### src/pfm_pkg.sv
/*
  shared constants of the pixel format, mask and converter control block.
  assumes one system clock and the 8-bit indirect set/index/data port.
*/
package pfm_pkg;
  // ----------------------------------------
  // pixel port geometry
  // ----------------------------------------
  localparam int PORTS = 20;
  localparam int BYTE_W = 8;
  localparam int MAX_PIX = 5;
  localparam int WORD_W = PORTS * BYTE_W;
  localparam int FIFO_DEPTH = 16;
  localparam int OVL_W = 2;
  localparam int MODE_W = 7;
  localparam int DAC_W = 5;
  // ----------------------------------------
  // register select and set codes
  // ----------------------------------------
  localparam logic [1:0] RS_SET = 2'h0;
  localparam logic [1:0] RS_INDEX = 2'h1;
  localparam logic [1:0] RS_DATA = 2'h2;
  localparam logic [7:0] SET_PSEUDO_MASK = 8'h40;
  localparam logic [7:0] SET_OVL_MASK = 8'h43;
  localparam logic [7:0] SET_DAC = 8'h46;
  localparam logic [7:0] SET_PIX_MODE = 8'h49;
  // ----------------------------------------
  // reset values
  // ----------------------------------------
  localparam logic [7:0] RST_SET = 8'h00;
  localparam logic [7:0] RST_INDEX = 8'h00;
  localparam logic [7:0] RST_PSEUDO_MASK = 8'hFF;
  localparam logic [1:0] RST_OVL_MASK = 2'h0;
  localparam logic [6:0] RST_PIX_MODE = 7'h05;
  localparam logic [4:0] RST_DAC = 5'h00;
  // ----------------------------------------
  // pixel mode fields
  // ----------------------------------------
  localparam int SIZE_LSB = 0;
  localparam int ACC_LSB = 2;
  localparam int SRC_LSB = 5;
  localparam logic [1:0] SIZE_32 = 2'h0;
  localparam logic [1:0] SIZE_8 = 2'h1;
  localparam logic [1:0] SIZE_16 = 2'h2;
  localparam logic [1:0] SRC_PSEUDO = 2'h0;
  localparam logic [1:0] SRC_BLUE = 2'h1;
  localparam logic [1:0] SRC_GREEN = 2'h2;
  localparam logic [1:0] SRC_RED = 2'h3;
  // ----------------------------------------
  // pixel word layouts
  // ----------------------------------------
  localparam int B16_LSB = 0;
  localparam int G16_LSB = 4;
  localparam int R16_LSB = 10;
  localparam int P32_LSB = 0;
  localparam int B32_LSB = 8;
  localparam int G32_LSB = 16;
  localparam int R32_LSB = 24;
  // ----------------------------------------
  // converter control fields
  // ----------------------------------------
  localparam int DAC_SYNC_BIT = 0;
  localparam int DAC_BLANK_BIT = 1;
  localparam int DAC_RES_BIT = 2;
  localparam int DAC_CON_LSB = 3;
  localparam logic [1:0] CON_FULL = 2'h0;
  localparam logic [1:0] CON_HALF = 2'h1;
  localparam logic [1:0] CON_QUARTER = 2'h2;
  localparam logic [1:0] CON_BLANKED = 2'h3;
endpackage
### src/pfm_fifo.sv
/*
  synchronous fifo with valid/ready on both sides.
  assumes one clock; width and depth are parameters, depth a power of two.
*/
`timescale 1ns/1ns
module pfm_fifo #(
  parameter int W = 8,
  parameter int DEPTH = 16
) (
  input wire logic clk_sys_i,
  input wire logic resetn_i,
  input wire logic [W-1:0] in_data_i,
  input wire logic in_valid_i,
  output logic in_ready_o,
  output logic [W-1:0] out_data_o,
  output logic out_valid_o,
  input wire logic out_ready_i
);
  localparam int AW = $clog2(DEPTH);
  logic [W-1:0] mem [DEPTH];
  logic [AW:0] wp_r, wp_nxt, rp_r, rp_nxt;
  logic push, pop;

  // ----------------------------------------
  // pointers
  // ----------------------------------------
  assign in_ready_o = (wp_r - rp_r) != (AW+1)'(DEPTH);
  assign out_valid_o = wp_r != rp_r;
  assign push = in_valid_i && in_ready_o;
  assign pop = out_valid_o && out_ready_i;
  assign out_data_o = mem[rp_r[AW-1:0]];

  always_comb begin
    wp_nxt = push ? wp_r + 1'b1 : wp_r;
    rp_nxt = pop ? rp_r + 1'b1 : rp_r;
  end

  always_ff @(posedge clk_sys_i or negedge resetn_i) begin
    if (!resetn_i) begin
      wp_r <= '0;
      rp_r <= '0;
    end else begin
      wp_r <= wp_nxt;
      rp_r <= rp_nxt;
    end
  end

  // storage has no reset; only written words are ever read
  always_ff @(posedge clk_sys_i) begin
    if (push) begin
      mem[wp_r[AW-1:0]] <= in_data_i;
    end
  end
endmodule

### src/pfm_pixel_decode.sv
/*
  combinational decode of one pixel slot into table addresses and overlay code.
  assumes the slot is already aligned and zero above the pixel size.
*/
`timescale 1ns/1ns
module pfm_pixel_decode (
  input wire logic [31:0] slot_i,
  input wire logic [1:0] size_i,
  input wire logic [1:0] src_i,
  input wire logic [7:0] mask_i,
  input wire logic [1:0] ovl_mask_i,
  input wire logic [1:0] ovl_in_i,
  input wire logic choose_pin_i,
  input wire logic choose_by_value_i,
  output logic [7:0] pseudo_addr_o,
  output logic [7:0] red_o,
  output logic [7:0] green_o,
  output logic [7:0] blue_o,
  output logic use_pseudo_o,
  output logic [1:0] ovl_code_o
);
  logic [7:0] src_byte;

  always_comb begin
    case (src_i)
      pfm_pkg::SRC_BLUE: src_byte = slot_i[pfm_pkg::B32_LSB +: 8];
      pfm_pkg::SRC_GREEN: src_byte = slot_i[pfm_pkg::G32_LSB +: 8];
      pfm_pkg::SRC_RED: src_byte = slot_i[pfm_pkg::R32_LSB +: 8];
      default: src_byte = slot_i[pfm_pkg::P32_LSB +: 8];
    endcase
    pseudo_addr_o = src_byte & mask_i;
    ovl_code_o = ovl_in_i & ovl_mask_i;
    case (size_i)
      pfm_pkg::SIZE_8: begin
        use_pseudo_o = 1'b1;
        red_o = 8'h00;
        green_o = 8'h00;
        blue_o = 8'h00;
      end
      pfm_pkg::SIZE_16: begin
        // low bits of each component zero-filled
        use_pseudo_o = 1'b0;
        blue_o = {slot_i[pfm_pkg::B16_LSB +: 4], 4'h0};
        green_o = {slot_i[pfm_pkg::G16_LSB +: 6], 2'h0};
        red_o = {slot_i[pfm_pkg::R16_LSB +: 6], 2'h0};
      end
      default: begin
        // reserved size code decodes as 32-bit
        use_pseudo_o = choose_by_value_i ? (src_byte != 8'h00) : choose_pin_i;
        blue_o = slot_i[pfm_pkg::B32_LSB +: 8];
        green_o = slot_i[pfm_pkg::G32_LSB +: 8];
        red_o = slot_i[pfm_pkg::R32_LSB +: 8];
      end
    endcase
  end
endmodule

### src/pfm_pixel_format.sv
/*
  pixel format, mask and converter control: indirect register port,
  16-word pixel fifo, per-pixel serializer and decode, converter controls.
  assumes all inputs synchronous to clk_sys_i; the frame buffer honours ready.
*/
`timescale 1ns/1ns
module pfm_pixel_format #(
  parameter int PORTS = pfm_pkg::PORTS,
  parameter int MAX_PIX = pfm_pkg::MAX_PIX,
  parameter int DEPTH = pfm_pkg::FIFO_DEPTH
) (
  input wire logic clk_sys_i,
  input wire logic resetn_i,
  input wire logic wr_n_i,
  input wire logic rd_n_i,
  input wire logic [1:0] rs_i,
  input wire logic [7:0] d_i,
  output logic [7:0] d_o,
  output logic d_oe_n_o,
  input wire logic [PORTS*8-1:0] pix_word_i,
  input wire logic [2*MAX_PIX-1:0] ovl_i,
  input wire logic [MAX_PIX-1:0] pseudo_choose_i,
  input wire logic choose_by_value_i,
  input wire logic pix_valid_i,
  output logic pix_ready_o,
  output logic out_valid_o,
  input wire logic out_ready_i,
  output logic [7:0] pseudo_addr_o,
  output logic [7:0] red_o,
  output logic [7:0] green_o,
  output logic [7:0] blue_o,
  output logic use_pseudo_o,
  output logic [1:0] ovl_code_o,
  output logic sync_pedestal_on_o,
  output logic blank_pedestal_on_o,
  output logic six_bit_o,
  output logic [1:0] contrast_o
);
  localparam int WW = PORTS * 8;
  localparam int EW = WW + 3 * MAX_PIX;
  localparam int IW = $clog2(MAX_PIX + 1);

  // ----------------------------------------
  // register port
  // ----------------------------------------
  logic wr_n_r, wr_n_nxt, rd_n_r, rd_n_nxt;
  logic [7:0] set_r, set_nxt, index_r, index_nxt, mask_r, mask_nxt, rdata_r, rdata_nxt;
  logic [1:0] ovl_mask_r, ovl_mask_nxt;
  logic [6:0] mode_r, mode_nxt;
  logic [4:0] dac_r, dac_nxt;
  logic wr_fall, rd_fall;

  assign wr_fall = wr_n_r && !wr_n_i;
  assign rd_fall = rd_n_r && !rd_n_i;

  always_comb begin
    wr_n_nxt = wr_n_i;
    rd_n_nxt = rd_n_i;
    set_nxt = set_r;
    index_nxt = index_r;
    mask_nxt = mask_r;
    ovl_mask_nxt = ovl_mask_r;
    mode_nxt = mode_r;
    dac_nxt = dac_r;
    rdata_nxt = rdata_r;
    if (wr_fall) begin
      case (rs_i)
        pfm_pkg::RS_SET: set_nxt = d_i;
        pfm_pkg::RS_INDEX: index_nxt = d_i;
        pfm_pkg::RS_DATA: begin
          // index is not consulted for these sets
          case (set_r)
            pfm_pkg::SET_PSEUDO_MASK: mask_nxt = d_i;
            pfm_pkg::SET_OVL_MASK: ovl_mask_nxt = d_i[1:0];
            pfm_pkg::SET_DAC: dac_nxt = d_i[4:0];
            pfm_pkg::SET_PIX_MODE: mode_nxt = d_i[6:0];
            default: ;
          endcase
        end
        default: ;
      endcase
    end
    if (rd_fall) begin
      rdata_nxt = 8'h00;
      case (rs_i)
        pfm_pkg::RS_SET: rdata_nxt = set_r;
        pfm_pkg::RS_INDEX: rdata_nxt = index_r;
        pfm_pkg::RS_DATA: begin
          case (set_r)
            pfm_pkg::SET_PSEUDO_MASK: rdata_nxt = mask_r;
            pfm_pkg::SET_OVL_MASK: rdata_nxt = {6'h00, ovl_mask_r};
            pfm_pkg::SET_DAC: rdata_nxt = {3'h0, dac_r};
            pfm_pkg::SET_PIX_MODE: rdata_nxt = {1'h0, mode_r};
            default: rdata_nxt = 8'h00;
          endcase
        end
        default: rdata_nxt = 8'h00;
      endcase
    end
  end

  always_ff @(posedge clk_sys_i or negedge resetn_i) begin
    if (!resetn_i) begin
      wr_n_r <= 1'b1;
      rd_n_r <= 1'b1;
      set_r <= pfm_pkg::RST_SET;
      index_r <= pfm_pkg::RST_INDEX;
      mask_r <= pfm_pkg::RST_PSEUDO_MASK;
      ovl_mask_r <= pfm_pkg::RST_OVL_MASK;
      mode_r <= pfm_pkg::RST_PIX_MODE;
      dac_r <= pfm_pkg::RST_DAC;
      rdata_r <= 8'h00;
    end else begin
      wr_n_r <= wr_n_nxt;
      rd_n_r <= rd_n_nxt;
      set_r <= set_nxt;
      index_r <= index_nxt;
      mask_r <= mask_nxt;
      ovl_mask_r <= ovl_mask_nxt;
      mode_r <= mode_nxt;
      dac_r <= dac_nxt;
      rdata_r <= rdata_nxt;
    end
  end

  // bus driven only while read enable is low
  assign d_o = rdata_r;
  assign d_oe_n_o = rd_n_i;

  assign sync_pedestal_on_o = !dac_r[pfm_pkg::DAC_SYNC_BIT];
  assign blank_pedestal_on_o = !dac_r[pfm_pkg::DAC_BLANK_BIT];
  assign six_bit_o = dac_r[pfm_pkg::DAC_RES_BIT];
  assign contrast_o = dac_r[pfm_pkg::DAC_CON_LSB +: 2];

  // ----------------------------------------
  // pixel fifo
  // ----------------------------------------
  logic [EW-1:0] fifo_data;
  logic fifo_valid, fifo_pop;

  pfm_fifo #(.W(EW), .DEPTH(DEPTH)) u_fifo (
    .clk_sys_i(clk_sys_i),
    .resetn_i(resetn_i),
    .in_data_i({pseudo_choose_i, ovl_i, pix_word_i}),
    .in_valid_i(pix_valid_i),
    .in_ready_o(pix_ready_o),
    .out_data_o(fifo_data),
    .out_valid_o(fifo_valid),
    .out_ready_i(fifo_pop)
  );

  // ----------------------------------------
  // serializer: one pixel per clock, so the pixel rate is
  // acceleration times the word rate
  // ----------------------------------------
  typedef enum logic [1:0] {
    PFM_IDLE = 2'b01,
    PFM_EMIT = 2'b10
  } pfm_state_e;

  pfm_state_e state_r, state_nxt;
  logic [EW-1:0] word_r, word_nxt;
  logic [IW-1:0] idx_r, idx_nxt, last_r, last_nxt, acc_cnt;
  logic [1:0] size_r, size_nxt;
  logic adv, last_pix;
  logic [2:0] acc_f;

  assign acc_f = mode_r[pfm_pkg::ACC_LSB +: 3];
  // factor zero taken as one; factors beyond MAX_PIX slots are capped at MAX_PIX
  assign acc_cnt = (acc_f == 3'h0) ? IW'(1) :
                   ((32'(acc_f) > MAX_PIX) ? IW'(MAX_PIX) : IW'(acc_f));
  assign adv = (state_r == PFM_EMIT) && (!out_valid_o || out_ready_i);
  assign last_pix = (idx_r == last_r);
  assign fifo_pop = fifo_valid && ((state_r == PFM_IDLE) || (adv && last_pix));

  always_comb begin
    state_nxt = state_r;
    word_nxt = word_r;
    idx_nxt = idx_r;
    last_nxt = last_r;
    size_nxt = size_r;
    case (state_r)
      PFM_IDLE: begin
        if (fifo_valid) begin
          state_nxt = PFM_EMIT;
        end
      end
      PFM_EMIT: begin
        if (adv) begin
          idx_nxt = idx_r + IW'(1);
          if (last_pix && !fifo_valid) begin
            state_nxt = PFM_IDLE;
          end
        end
      end
      default: state_nxt = PFM_IDLE;
    endcase
    if (fifo_pop) begin
      word_nxt = fifo_data;
      idx_nxt = '0;
      last_nxt = acc_cnt - IW'(1);
      size_nxt = mode_r[pfm_pkg::SIZE_LSB +: 2];
    end
  end

  always_ff @(posedge clk_sys_i or negedge resetn_i) begin
    if (!resetn_i) begin
      state_r <= PFM_IDLE;
      word_r <= '0;
      idx_r <= '0;
      last_r <= '0;
      size_r <= pfm_pkg::SIZE_32;
    end else begin
      state_r <= state_nxt;
      word_r <= word_nxt;
      idx_r <= idx_nxt;
      last_r <= last_nxt;
      size_r <= size_nxt;
    end
  end

  // ----------------------------------------
  // slot extraction and decode
  // ----------------------------------------
  logic [31:0] slot;
  logic [WW-1:0] shifted;
  logic [7:0] bits_pp;
  logic [7:0] d_pa, d_r, d_g, d_b;
  logic d_up;
  logic [1:0] d_ovl;

  always_comb begin
    case (size_r)
      pfm_pkg::SIZE_8: bits_pp = 8'h08;
      pfm_pkg::SIZE_16: bits_pp = 8'h10;
      default: bits_pp = 8'h20;
    endcase
    shifted = word_r[WW-1:0] >> (8'(idx_r) * bits_pp);
    case (size_r)
      pfm_pkg::SIZE_8: slot = {24'h000000, shifted[7:0]};
      pfm_pkg::SIZE_16: slot = {16'h0000, shifted[15:0]};
      default: slot = shifted[31:0];
    endcase
  end

  pfm_pixel_decode u_dec (
    .slot_i(slot),
    .size_i(size_r),
    .src_i(mode_r[pfm_pkg::SRC_LSB +: 2]),
    .mask_i(mask_r),
    .ovl_mask_i(ovl_mask_r),
    .ovl_in_i(word_r[WW + 2*idx_r +: 2]),
    .choose_pin_i(word_r[WW + 2*MAX_PIX + idx_r]),
    .choose_by_value_i(choose_by_value_i),
    .pseudo_addr_o(d_pa),
    .red_o(d_r),
    .green_o(d_g),
    .blue_o(d_b),
    .use_pseudo_o(d_up),
    .ovl_code_o(d_ovl)
  );

  // ----------------------------------------
  // output stage
  // ----------------------------------------
  logic ov_r, ov_nxt;
  logic [34:0] o_r, o_nxt;

  always_comb begin
    ov_nxt = ov_r;
    o_nxt = o_r;
    if (adv) begin
      ov_nxt = 1'b1;
      o_nxt = {d_ovl, d_up, d_b, d_g, d_r, d_pa};
    end else if (out_ready_i) begin
      ov_nxt = 1'b0;
    end
  end

  always_ff @(posedge clk_sys_i or negedge resetn_i) begin
    if (!resetn_i) begin
      ov_r <= 1'b0;
      o_r <= '0;
    end else begin
      ov_r <= ov_nxt;
      o_r <= o_nxt;
    end
  end

  assign out_valid_o = ov_r;
  assign {ovl_code_o, use_pseudo_o, blue_o, green_o, red_o, pseudo_addr_o} = o_r;
endmodule

### config.mk
export PLATFORM = sky130hd
export DESIGN_NAME = pfm_pixel_format
export DESIGN_NICKNAME = d
export VERILOG_FILES = /design/src/pfm_pkg.sv /design/src/pfm_fifo.sv /design/src/pfm_pixel_decode.sv /design/src/pfm_pixel_format.sv
export SDC_FILE = /design/constraint.sdc
export NUM_CORES = 2
export LEC_CHECK = 0
export BUFFER_PORTS_ARGS = -buffer_cell sky130_fd_sc_hd__buf_4
export CORE_MARGIN = 2
export CORE_UTILIZATION = 50
export CTS_CLUSTER_SIZE = 24
export DETAILED_ROUTE_END_ITERATION = 10
export MAX_ROUTING_LAYER = met4
export PLACE_DENSITY = 0.76
export SYNTH_ARGS = -nofsm -noshare
export SYNTH_HDL_FRONTEND = slang
export SYNTH_SLANG_ARGS = --single-unit
### constraint.sdc
create_clock -name clk_sys_i -period 45 [get_ports clk_sys_i]
set_input_delay 4.5 -clock clk_sys_i [delete_from_list [all_inputs] [get_ports clk_sys_i]]
set_output_delay 4.5 -clock clk_sys_i [all_outputs]
set_load 0.05 [all_outputs]
==> impl_results.md <==
- Hold EP: u_fifo.wp_r[4]$_DFFE_PN0P_
- Largest net degree at the start of global routing: 106
- Setup violators final: 0
- WL per Instance: 34.8 µm
- Switching Share: 31.4%
- Top FF cell, synth: edfxtp_1
- MaxCap Viol Count: 0
- Logic pwr share: 30.1%
- Status: completed
- Period utilization: 20.7%
- CP cell instances: buf_4 > buf_4
- Slew HR: 2.86%
- Synth Warn #: 0
- Sequential element share of the synthesized area: 75.3%
- Total vias in the final route: approximately 60000
- Clk slew on worst S/H paths: roughly 0.060 ns
- Synth Cell Area: 121000 µm²
- Starting Density: 50.3%
- DP Wirelength: between 150000 and 200000 µm
- Rows: 180
- GRT Resource Usage Total: 26.9%
- P_leak: 0.0441 µW
- Final wirelength: 320000 µm
- Setup TNS: 0 ns
- Worst Path Class, Setup: in -> out
- Hold Crit Depth: 1
- Unrepaired setup endpoints after global routing: no
- Crit path capture type: output pin
- Top Ports: 243
- Worst Hold Class: reg -> reg
- CTS root buf: clkbuf_16
- Die Area: 246000 µm²
- RR Startpoint: u_fifo.rp_r[0]$_DFFE_PN0P_
- Power share of the clock group: 28.2%
- Min Tclk post-route: between 9 and 10 ns
- Most numerous cell in the Yosys netlist: edfxtp_1
- Routed vias/inst: between 6 and 7
- Post-synth EDFFs: 2800
- Core Area: roughly 240000 µm²
- P per Cell Area: about 67 nW/µm²
- Worst-case clock buffer depth: 4
- RePlAce Congestion: 0.992
- Area fraction of the dominant cell type after synthesis: 69.5%
- Synth Register Bits: 3079
- Hold buffers post-CTS: 0
- Clock latency on the worst-skew pair: 0.99 ns
- Synth cell types: 85
- Fin. Hold Viols: 0
- Worst vdd ir: 40.5 µV
- Global-route wire length before repair: 457000 µm
- Buffers plus inverters on the worst setup path: 2
- Share of layout cells above drive strength 1: between 30 and 40%
- Post-CTS resize count: 0
- Worst-path fanout max: 3
- Die height: 496 µm
- Final net count: 5915
- Syn nets: 5541
- Place WS: ~36 ns
- Seq pwr share: between 40% and 50%
- Synth top area cells: edfxtp_1 (70%), mux4_2 (17%), dfrtp_1 (5.5%)
- Synth top cells by count: edfxtp_1 (2800), mux4_2 (918), dfrtp_1 (266)
- Sw power: 2870 µW
- Async set-reset flop share out of synthesis: 9.06%
- Die width: just under 500 µm
- Setup repair bufs after CTS: 0
- Internal power: 6250 µW
- Critical path's top delay family: buffers and inverters
- Total congestion overflow: 0
- DRT Pass-1 Iters: 7
- Max Clock Freq: 0.108 GHz
- R2R Setup Slk: 38.18 ns
- I/O Buffers: between 200 and 250
- Hold wc startpoint: u_fifo.wp_r[4]$_DFFE_PN0P_
- Hold_ws: 0.499 ns
- Most Frequent Cell on Critical Path: buf_4
- DR iter-0 viols: between 8000 and 9000
- CTS tree: yes
- Vias in the first global route: a little over 60000
- Clock Sinks: 3079
- Slew Limit Fails: 0
- CTS buffer count: 319
- Max stage delay cell, worst path: buf_4
- H-tree depth: 5
- Crit path required time: 40.50 ns
- Worst R2R End: word_r[71]$_DFFE_PN0P_
- Synth area leader: edfxtp_1
- Critical Path Start Type: input pin
- Clk_skew: 0.0876 ns
- Highest cell delay on the worst timing path: between 0.15 and 0.2 ns
- CP arrival: around 4.8 ns
- FF-to-FF path depth: 8
- Layout fillers: around 17000
- Remaining DRCs: 0
- Setup ws final: 35.70 ns
- Area grow syn2layout: 13.1%
- Syn Area/Cell: about 23 µm²
- Worst Tran Pin Value: between 1 and 1.5 ns
- Post-synthesis cell count: between 5000 and 6000
- Initial antenna violation count: 57
- Antenna-violating nets left: 0
[per-stage QoR]
step / total power [µW] / util (%) / area (µm²) / cells
floorplan: 5620 / - / 121000 / 5328
global placement: 6500 / 52.6 / 127000 / 8566
detailed placement: 6560 / 52.6 / 127000 / 8566
CTS: 9150 / 56.8 / 137000 / 9127
global route: 9400 / 56.9 / 137000 / 9166
finish: 9120 / 56.9 / 137000 / 9174
[layout by cell type (no fill, tap or decap), drive strengths merged, types with 15 or more instances in the layout]
master and instances:
nor2 79, buf 358, a22oi 19, nand3 19, a211oi 38, edfxtp 2800, o21ai 55, dfrtp 266
mux2i 83, clkinv 97, bufinv 24, nand2 134, ha 19, a221oi 18, a21oi 41, inv 30
mux4 920, nand2b 15, and3 37, clkbuf 417, diode 47, mux2 224
[flip-flops by register name (all words and copies together) (netlist names), 5 cells and up]
signal,count
u_fifo.mem,2800
word_r,175
o_r,35
d_o,8
index_r,8
mask_r,8
set_r,8
mode_r,7
dac_r,5
u_fifo.rp_r,5
u_fifo.wp_r,5
[area by class of cell]
| class | count | area [µm²] | share of cell area [%] |
|---|---|---|---|
| Sequential cell | 3079 | 91100 | 66.6 |
| Multi-Input combinational cell | 1923 | 28600 | 20.9 |
| Clock buffer | 417 | 8700 | 6.36 |
| Tap cell | 3185 | 3990 | 2.91 |
| Timing Repair Buffer | 358 | 2830 | 2.07 |
| Clock inverter | 144 | 1370 | 0.999 |
| Antenna cell | 47 | 118 | 0.0860 |
| Inverter | 21 | 93.8 | 0.0686 |
[per-layer routing]
layer	part of all wire [%]	vias up	GRT usage (%)	routed length [µm]
li1	-	23519	-	-
met1	38	32499	36.3	121000
met2	49	3691	41.2	156000
met3	9.9	621	5.79	31800
met4	3.6	0	9.32	11300
met5	0	-	-	0
[worst max path at each step]
| stage | startpoint | depth (start not counted) | endpoint |
|---|---|---|---|
| 4_1_cts | rd_n_i | 2 | d_oe_n_o |
| 3_3_place_gp | rd_n_i | 2 | d_oe_n_o |
| 2_1_floorplan | pix_valid_i | 4 | u_fifo.mem[3][0]$_DFFE_PP_ |
| 5_1_grt | rd_n_i | 2 | d_oe_n_o |
| 3_5_place_dp | rd_n_i | 2 | d_oe_n_o |
| 6_report | rd_n_i | 2 | d_oe_n_o |
[power groups by stage]
| stage | clock network, µW | logic, µW | registers (µW) |
|---|---|---|---|
| global route | 2710 | 2870 | 3820 |
| global placement | 0 | 2680 | 3820 |
| finish | 2570 | 2740 | 3800 |
| floorplan | 0 | 1830 | 3790 |
| CTS | 2600 | 2750 | 3790 |
| detailed placement | 0 | 2720 | 3840 |
[logic make-up (layout without fill, tap and decap cells)]
| kind of cell | Yosys count | in the layout | synth area share, % |
|---|---|---|---|
| compound gates | 309 | 309 | 1.87 |
| xor+xnor | 20 | 20 | 0.157 |
| fa+ha+maj | 21 | 21 | 0.230 |
| buf+inv | 326 | 940 | 1.13 |
| flops | 3079 | 3079 | 75.3 |
| mux | 1227 | 1227 | 19.9 |
| other cells | 0 | 47 | 0 |
| simple gates | 346 | 346 | 1.36 |
No activity file was read; power rests on OpenSTA's default activity.
